===== config.mk =====
export PLATFORM = sky130hd
export DESIGN_NAME = cable_detect_hotplug_ctrl
export DESIGN_NICKNAME = d
export VERILOG_FILES = /design/src/common/cable_detect_pkg.sv /design/src/verilog/deglitch_filter.sv /design/src/verilog/hotplug_policy.sv /design/src/verilog/cable_detect_hotplug_ctrl.sv
export VERILOG_INCLUDE_DIRS = /design/src /design/src/common
export SDC_FILE = /design/constraint.sdc
export NUM_CORES = 1
export LEC_CHECK = 0
export BUFFER_PORTS_ARGS = -buffer_cell sky130_fd_sc_hd__buf_2
export CAP_MARGIN = 15
export CORE_MARGIN = 2
export CORE_UTILIZATION = 45
export DETAILED_ROUTE_END_ITERATION = 8
export GPL_TIMING_DRIVEN = 0
export PLACE_DENSITY = 0.67
export SETUP_SLACK_MARGIN = 0.15
export SLEW_MARGIN = 15
export SYNTH_ARGS = -nofsm -noshare
export SYNTH_HDL_FRONTEND = slang
export SYNTH_SLANG_ARGS = --single-unit

===== constraint.sdc =====
create_clock -name clk -period 2.4 [get_ports clk]
set_input_delay 0.36 -clock clk [delete_from_list [all_inputs] [get_ports clk]]
set_output_delay 0.36 -clock clk [all_outputs]
set_load 0.05 [all_outputs]

===== src/common/cable_detect_defines.svh =====
// register offsets, field positions, reset values and timing counts
// assumes an 8-bit register port and a 40 MHz clock
`ifndef CABLE_DETECT_DEFINES_SVH
`define CABLE_DETECT_DEFINES_SVH

// =====================================================
// register offsets
`define ADDR_MANUAL_LEVEL 8'h20
`define ADDR_RESET_CTRL 8'h48
`define ADDR_FILTER_CTRL 8'h56
`define ADDR_RAW_B 8'h6a
`define ADDR_HOTPLUG_CTRL 8'h6c
`define ADDR_RAW_A 8'h6f

// =====================================================
// field positions
`define BIT_MANUAL_LEVEL_A 7
`define BIT_MANUAL_LEVEL_B 6
`define BIT_RESET_DISABLE 6
`define BIT_FILTER_DISABLE 7
`define BIT_RAW_B 7
`define BIT_RAW_A 0
`define BIT_MANUAL_SELECT 0

// =====================================================
// reset values
`define RST_MANUAL_LEVEL 1'b1
`define RST_RESET_DISABLE 1'b0
`define RST_FILTER_DISABLE 1'b0
`define RST_FILTER_DURATION 7'h58
`define RST_MANUAL_SELECT 1'b0
`define RST_AUTO_POLICY 2'h1
`define RST_ASSERT_DELAY 4'ha

// =====================================================
// timing
`define CLK_FREQ_KHZ 40000
`define FILTER_UNIT_CYCLES 2
`define HOTPLUG_STEP_MS 100
`define HOTPLUG_STEP_CYCLES (`HOTPLUG_STEP_MS * `CLK_FREQ_KHZ)

`endif


===== src/common/cable_detect_pkg.sv =====
// types shared by the cable detect and hot-plug logic
// assumes nothing of its surroundings
package cable_detect_pkg;

  // automatic hot-plug policies
  typedef enum logic [1:0] {
    POLICY_EDID = 2'h0,
    POLICY_DELAYED_CABLE = 2'h1,
    POLICY_EDID_CABLE = 2'h2,
    POLICY_EDID_CABLE_MANUAL = 2'h3
  } hotplug_policy_t;

endpackage


===== src/verilog/deglitch_filter.sv =====
// one port's +5 V deglitch filter
// assumes level_in is already synchronised to clk
`include "cable_detect_defines.svh"
`timescale 1ns/1ps
`default_nettype none

module deglitch_filter (
  input wire logic clk,
  input wire logic resetn,
  input wire logic level_in,
  input wire logic bypass,
  input wire logic [6:0] duration,
  output logic filt_out
);

  logic prev_q;
  logic tick_q;
  logic [6:0] count_q;
  logic [6:0] count_d;
  wire change = level_in ^ prev_q;
  wire count_step = tick_q && (count_q < duration);

  // =====================================================
  // qualification count, one unit per two clock cycles
  assign count_d = (change || !level_in) ? 7'h00 : (count_step ? count_q + 7'h01 : count_q);
  always_ff @(posedge clk or negedge resetn) begin
    if (!resetn) begin
      prev_q <= 1'b0;
      tick_q <= 1'b0;
      count_q <= 7'h00;
      filt_out <= 1'b0;
    end else begin
      prev_q <= level_in;
      tick_q <= ~tick_q;
      count_q <= count_d;
      filt_out <= bypass ? level_in : (level_in && !change && count_q >= duration);
    end
  end
endmodule
`default_nettype wire


===== src/verilog/hotplug_policy.sv =====
// one port's hot-plug delay timer and policy selection
// assumes all inputs come from logic on clk
`timescale 1ns/1ps
`default_nettype none

module hotplug_policy #(
  parameter int unsigned STEP_CYCLES = 32'd4000000
) (
  input wire logic clk,
  input wire logic resetn,
  input wire logic filt_det,
  input wire logic raw_det,
  input wire logic edid_active,
  input wire logic manual_sel,
  input wire logic manual_level,
  input wire cable_detect_pkg::hotplug_policy_t policy,
  input wire logic [3:0] delay,
  output logic asserted_q
);

  logic [31:0] cyc_q;
  logic [3:0] steps_q;
  logic auto_level;
  wire timer_in = (policy == cable_detect_pkg::POLICY_DELAYED_CABLE) ? filt_det : raw_det;
  wire delayed = timer_in && (steps_q >= delay);
  wire step_end = (cyc_q == STEP_CYCLES - 32'd1);

  // =====================================================
  // delay timer, 100 ms per step, cleared by cable loss
  always_ff @(posedge clk or negedge resetn) begin
    if (!resetn) begin
      cyc_q <= 32'h0;
      steps_q <= 4'h0;
    end else if (!timer_in) begin
      cyc_q <= 32'h0;
      steps_q <= 4'h0;
    end else if (steps_q < delay) begin
      cyc_q <= step_end ? 32'h0 : cyc_q + 32'h1;
      steps_q <= step_end ? steps_q + 4'h1 : steps_q;
    end
  end

  // =====================================================
  // automatic policy, ignored in manual mode
  always_comb begin
    unique case (policy)
      cable_detect_pkg::POLICY_EDID: auto_level = edid_active;
      cable_detect_pkg::POLICY_DELAYED_CABLE: auto_level = delayed;
      cable_detect_pkg::POLICY_EDID_CABLE: auto_level = edid_active && delayed;
      cable_detect_pkg::POLICY_EDID_CABLE_MANUAL: auto_level = edid_active && delayed && manual_level;
    endcase
  end

  always_ff @(posedge clk or negedge resetn) begin
    if (!resetn) begin
      asserted_q <= 1'b0;
    end else begin
      asserted_q <= manual_sel ? manual_level : auto_level;
    end
  end
endmodule
`default_nettype wire


===== src/verilog/cable_detect_hotplug_ctrl.sv =====
// cable presence sensing, deglitch filtering, receiver reset and hot-plug drive for two ports
// assumes a synchronous 8-bit register port on clk; cable power pins are asynchronous
`include "cable_detect_defines.svh"
`timescale 1ns/1ps
`default_nettype none

module cable_detect_hotplug_ctrl #(
  parameter int unsigned HOTPLUG_STEP_CYCLES = `HOTPLUG_STEP_CYCLES
) (
  input wire logic clk,
  input wire logic resetn,
  input wire logic [7:0] reg_addr,
  input wire logic reg_wr,
  input wire logic [7:0] reg_wdata,
  output logic [7:0] reg_rdata,
  input wire logic cable_power_in_a,
  input wire logic cable_power_in_b,
  input wire logic edid_active_a,
  input wire logic edid_active_b,
  input wire logic rx_port_sel,
  output logic cable_detect_flag_a,
  output logic cable_detect_flag_b,
  output logic rx_section_reset,
  output logic hotplug_out_a_o,
  output logic hotplug_out_a_oe,
  output logic hotplug_out_b_o,
  output logic hotplug_out_b_oe
);

  // =====================================================
  // declarations
  logic [1:0] pin_meta_q;
  logic [1:0] pin_sync_q;
  logic hotplug_manual_level_a_q;
  logic hotplug_manual_level_b_q;
  logic cable_reset_disable_q;
  logic deglitch_filter_disable_q;
  logic [6:0] deglitch_filter_duration_q;
  logic hotplug_manual_select_q;
  cable_detect_pkg::hotplug_policy_t hotplug_auto_policy_q;
  logic [3:0] hotplug_assert_delay_q;
  logic [7:0] rdata_d;
  logic filt_a;
  logic filt_b;
  logic hp_asserted_a;
  logic hp_asserted_b;
  logic rx_section_reset_d;

  // =====================================================
  // raw presence, two-flop synchroniser per pin
  always_ff @(posedge clk or negedge resetn) begin
    if (!resetn) begin
      pin_meta_q <= 2'h0;
      pin_sync_q <= 2'h0;
    end else begin
      pin_meta_q <= {cable_power_in_b, cable_power_in_a};
      pin_sync_q <= pin_meta_q;
    end
  end

  wire cable_present_raw_a = pin_sync_q[0];
  wire cable_present_raw_b = pin_sync_q[1];

  // =====================================================
  // register decode
  wire sel_manual_level = (reg_addr == `ADDR_MANUAL_LEVEL);
  wire sel_reset_ctrl = (reg_addr == `ADDR_RESET_CTRL);
  wire sel_filter_ctrl = (reg_addr == `ADDR_FILTER_CTRL);
  wire sel_raw_b = (reg_addr == `ADDR_RAW_B);
  wire sel_hotplug_ctrl = (reg_addr == `ADDR_HOTPLUG_CTRL);
  wire sel_raw_a = (reg_addr == `ADDR_RAW_A);

  wire wr_manual_level = reg_wr && sel_manual_level;
  wire wr_reset_ctrl = reg_wr && sel_reset_ctrl;
  wire wr_filter_ctrl = reg_wr && sel_filter_ctrl;
  wire wr_hotplug_ctrl = reg_wr && sel_hotplug_ctrl;

  // =====================================================
  // manual hot-plug levels
  always_ff @(posedge clk or negedge resetn) begin
    if (!resetn) begin
      hotplug_manual_level_a_q <= `RST_MANUAL_LEVEL;
      hotplug_manual_level_b_q <= `RST_MANUAL_LEVEL;
    end else if (wr_manual_level) begin
      hotplug_manual_level_a_q <= reg_wdata[`BIT_MANUAL_LEVEL_A];
      hotplug_manual_level_b_q <= reg_wdata[`BIT_MANUAL_LEVEL_B];
    end
  end

  // =====================================================
  // cable reset disable
  always_ff @(posedge clk or negedge resetn) begin
    if (!resetn) begin
      cable_reset_disable_q <= `RST_RESET_DISABLE;
    end else if (wr_reset_ctrl) begin
      cable_reset_disable_q <= reg_wdata[`BIT_RESET_DISABLE];
    end
  end

  // =====================================================
  // deglitch filter control
  always_ff @(posedge clk or negedge resetn) begin
    if (!resetn) begin
      deglitch_filter_disable_q <= `RST_FILTER_DISABLE;
      deglitch_filter_duration_q <= `RST_FILTER_DURATION;
    end else if (wr_filter_ctrl) begin
      deglitch_filter_disable_q <= reg_wdata[`BIT_FILTER_DISABLE];
      deglitch_filter_duration_q <= reg_wdata[6:0];
    end
  end

  // =====================================================
  // hot-plug control: delay, policy, manual select
  always_ff @(posedge clk or negedge resetn) begin
    if (!resetn) begin
      hotplug_assert_delay_q <= `RST_ASSERT_DELAY;
      hotplug_auto_policy_q <= cable_detect_pkg::hotplug_policy_t'(`RST_AUTO_POLICY);
      hotplug_manual_select_q <= `RST_MANUAL_SELECT;
    end else if (wr_hotplug_ctrl) begin
      hotplug_assert_delay_q <= reg_wdata[7:4];
      hotplug_auto_policy_q <= cable_detect_pkg::hotplug_policy_t'(reg_wdata[2:1]);
      hotplug_manual_select_q <= reg_wdata[`BIT_MANUAL_SELECT];
    end
  end

  // =====================================================
  // read-back mux, unmapped offsets read zero
  always_comb begin
    rdata_d = 8'h00;
    if (sel_manual_level) begin
      rdata_d[`BIT_MANUAL_LEVEL_A] = hotplug_manual_level_a_q;
      rdata_d[`BIT_MANUAL_LEVEL_B] = hotplug_manual_level_b_q;
    end
    if (sel_reset_ctrl) begin
      rdata_d[`BIT_RESET_DISABLE] = cable_reset_disable_q;
    end
    if (sel_filter_ctrl) begin
      rdata_d = {deglitch_filter_disable_q, deglitch_filter_duration_q};
    end
    if (sel_raw_b) begin
      rdata_d[`BIT_RAW_B] = cable_present_raw_b;
    end
    if (sel_hotplug_ctrl) begin
      rdata_d = {hotplug_assert_delay_q, 1'b0, hotplug_auto_policy_q, hotplug_manual_select_q};
    end
    if (sel_raw_a) begin
      rdata_d[`BIT_RAW_A] = cable_present_raw_a;
    end
  end

  always_ff @(posedge clk or negedge resetn) begin
    if (!resetn) begin
      reg_rdata <= 8'h00;
    end else begin
      reg_rdata <= rdata_d;
    end
  end

  // =====================================================
  // per-port deglitch filters on the free-running clock
  deglitch_filter filter_a (
    .clk(clk),
    .resetn(resetn),
    .level_in(cable_present_raw_a),
    .bypass(deglitch_filter_disable_q),
    .duration(deglitch_filter_duration_q),
    .filt_out(filt_a)
  );

  deglitch_filter filter_b (
    .clk(clk),
    .resetn(resetn),
    .level_in(cable_present_raw_b),
    .bypass(deglitch_filter_disable_q),
    .duration(deglitch_filter_duration_q),
    .filt_out(filt_b)
  );

  // filtered detect drives the cable-detect flags
  assign cable_detect_flag_a = filt_a;
  assign cable_detect_flag_b = filt_b;

  // =====================================================
  // receiver section reset from the selected port
  assign rx_section_reset_d = !cable_reset_disable_q && !(rx_port_sel ? filt_b : filt_a);

  always_ff @(posedge clk or negedge resetn) begin
    if (!resetn) begin
      rx_section_reset <= 1'b1;
    end else begin
      rx_section_reset <= rx_section_reset_d;
    end
  end

  // =====================================================
  // per-port hot-plug policy
  hotplug_policy #(
    .STEP_CYCLES(HOTPLUG_STEP_CYCLES)
  ) policy_a (
    .clk(clk),
    .resetn(resetn),
    .filt_det(filt_a),
    .raw_det(cable_present_raw_a),
    .edid_active(edid_active_a),
    .manual_sel(hotplug_manual_select_q),
    .manual_level(hotplug_manual_level_a_q),
    .policy(hotplug_auto_policy_q),
    .delay(hotplug_assert_delay_q),
    .asserted_q(hp_asserted_a)
  );

  hotplug_policy #(
    .STEP_CYCLES(HOTPLUG_STEP_CYCLES)
  ) policy_b (
    .clk(clk),
    .resetn(resetn),
    .filt_det(filt_b),
    .raw_det(cable_present_raw_b),
    .edid_active(edid_active_b),
    .manual_sel(hotplug_manual_select_q),
    .manual_level(hotplug_manual_level_b_q),
    .policy(hotplug_auto_policy_q),
    .delay(hotplug_assert_delay_q),
    .asserted_q(hp_asserted_b)
  );

  // =====================================================
  // open-drain pins: drive low to deassert, release to assert
  assign hotplug_out_a_o = 1'b0;
  assign hotplug_out_b_o = 1'b0;
  assign hotplug_out_a_oe = !hp_asserted_a;
  assign hotplug_out_b_oe = !hp_asserted_b;
endmodule
`default_nettype wire


==> metrics.csv <==
metric;value;unit
status;finished clean;
most frequent cells after synthesis;116 x dfrtp_1, 85 x nor2_1, 56 x xnor2_1;
via density per instance;5.64;
Final Hold Slack;0.0396;ns
register clock-pin slew on the reported worst setup and hold paths;0.06;ns
final hold violations;0;
FILL cells;1235;
unique cell type count in the Yosys netlist;68;
top post-synthesis cells by area;dfrtp_1 42%, xnor2_1 7.1%, ha_1 5.0%, nor2_1 4.6%, dfstp_2 3.4%;
Worst path slowest cell;dfstp_2;
Clk pwr share;47.4;%
buffers and inverters on the worst path;3;
Final Max Slew Viols;0;
Area Overhead vs Synth;23.7;%
WL per Instance;17.0;um
critical path, cell by cell;inv_4, ha_4, nor2b_4, o211ai_2, buf_4, a21oi_4, buf_12, nor3_1, xnor2_1, nor2_1;
post-synthesis sequential area ratio;45.2;%
die span in y;128;um
synthesized area per cell;10.2;sq um
area of the multi-input gates;3950;sq um
Final Cycle Share;92.7;%
number of synthesized register bits;125;
area of the die;16400;sq um
I/O Buffers;36;
FF+latch area;3140;sq um
root cell of the clock tree;clkbuf_16;
Ys Warns;0;
DP Area;7400;sq um
CTS buffer count;17;
Post-synth ARST share;100;%
gp weighted congestion;0.847;
final instance area;8590;sq um
Total Nets Final;809;
cell row count;45;
io pins;39;
ys flop type;dfrtp_1;
pwr/cell area;613;nW/um^2
Worst VDD drop;0.530;mV
routed vias;5400;
Routed Antenna Nets;0;
# H-tree levels;4;
WP data arrival;2.53;ns
Post-synth EDFFs;0;
Worst Tran Pin Value;0.911;ns
CTS tree;yes;
CP top delay family;flip-flops;
clk_lat worst skew;0.42;ns
leakage;3.70;nW
Crit Path Max Fanout;7;
Worst EP required;2.71;ns
vias in the first global route;5511;
Setup crit end kind;flip-flop;
Iter 0 DRT Violations;251;
antenna violations before repair;0;
Setup Skew;0.00995;ns
drt pass-1 iters;4;
total track usage;20.4;%
most area-hungry cell type in the Yosys netlist;dfrtp_1;
Logic pwr share;11.0;%
Crit path largest cell delay;0.57;ns
RSZ-0062 raised after global routing;yes;
# diodes;0;
Final min period;2.23;ns
Max-cap violations;0;
most frequent cell after synthesis;dfrtp_1;
Post-Syn Area;6950;sq um
Psw;0.00142;W
Fmax;0.449;GHz
endpoints failing setup;0;
top cell type's share of synthesized area;41.8;%
Hold WC Path Type;primary input to flip-flop;
CP Launch Type;flip-flop;
R2R setup slack;0.17;ns
Initial Utilization;45.9;%
layout cells sized above 1;28.4;%
die width;128;um
DRC Markers;0;
dpl hpwl;11000;um
crit path kind;flip-flop to flip-flop;
core area;15100;sq um
DRT Wirelength;16300;um
largest net degree at the start of global routing;85;
first-pass GRT wire length;26500;um
Internal Power;0.00385;W
Sw Share;26.9;%
Seq pwr share;41.7;%
GR Overflow Total;0;
clock sink count;125;
deepest clock path buffer count;2;
Post-Syn Instances;683;
Slew headroom;38.8;%
[layout make-up]
cell class / count / share of cell area [%]
Timing Repair Buffer: 54 / 4.41
Clock inverter: 14 / 1.56
Tap cell: 188 / 2.74
Buffer: 23 / 2.36
Inverter: 30 / 1.37
Multi-Input combinational cell: 506 / 45.9
Sequential cell: 125 / 36.5
Clock buffer: 18 / 5.11
[layout by cell type, fill, tap and decap left out, types with 12 or more instances in the layout]
cell and n:
mux2_2 19, nand4_1 16, nor4_4 14, ha_1 20
inv_1 27, a31oi_1 12, nand2_1 53, dfrtp_1 116
nor2_1 82, xnor2_1 56, nand3_1 36, nor3_2 13
buf_2 44, clkbuf_16 18, nor4_1 15, buf_4 17
[routing by layer]
| metal | part of all wire, % | track usage [%] | vias to the layer above |
|---|---|---|---|
| met4 | 1.8 | 7.89 | 0 |
| met1 | 44 | 25.2 | 2684 |
| met3 | 3.4 | 4.26 | 23 |
| met2 | 51 | 35.0 | 117 |
| li1 | - | - | 2576 |
| met5 | 0 | 0 | - |
[repair_timing]
action,4_1_cts,5_1_grt
hold buffers,1,0
pin swaps,18,26
endpoints found under the hold margin,41,0
endpoints found under the setup margin,68,71
gates resized for setup,36,52
buffers inserted,11,2
cloned,1,2
[path summary, 6_finish.rpt]
path	from	end	cells past startpoint
max in group asynchronous	resetn	hotplug_assert_delay_q[1]	3
min reg2reg	pin_meta_q[1]	pin_sync_q[1]	0
max	hotplug_assert_delay_q[1]	policy_b.cyc_q[10]	10
max reg2reg	hotplug_assert_delay_q[1]	policy_b.cyc_q[10]	10
min	cable_power_in_a	pin_meta_q[0]	1
min in group asynchronous	resetn	policy_b.cyc_q[25]	2
[logic make-up (layout without fill, tap and decap cells)]
group           Yosys count  count (layout)  share of synthesized area, %
simple gates            317             317                          26.4
flops                   125             125                          45.2
compound gates           70              70                          7.08
xor+xnor                 64              64                          8.07
buf+inv                  53             139                          3.84
fa+ha+maj                28              28                          5.04
mux                      25              25                          4.30
other cells               1               2                        0.0540
[registers in the layout, indices dropped and copies added (netlist names), 7 cells and up]
register                    count
deglitch_filter_duration_q      7
policy_a.cyc_q                 32
policy_b.cyc_q                 32
filter_b.count_q                7
reg_rdata                       8
filter_a.count_q                7
[power by group through the flow]
stage / logic [W] / clock network, W / registers (W)
final: 0.000578 / 0.00250 / 0.00220
after global routing: 0.000622 / 0.00263 / 0.00220
after CTS: 0.000519 / 0.00253 / 0.00219
after detailed placement: 0.000444 / 0 / 0.00223
after global placement: 0.000426 / 0 / 0.00223
after floorplan: 0.000267 / 0 / 0.00224
[stage by stage]
stage	worst slack (ns)	power (W)	cells	util, %	TNS [ns]
3_5_place_dp	-0.127	0.00268	909	48.9	-1.99
3_3_place_gp	-0.622	0.00266	908	48.6	-71.84
4_1_cts	0.106	0.00524	954	54.7	0
2_1_floorplan	0.175	0.00251	684	-	0
6_report	0.175	0.00527	958	56.7	0
5_1_grt	0.0933	0.00545	958	56.7	0
No activity file was read; power rests on OpenSTA's default activity.
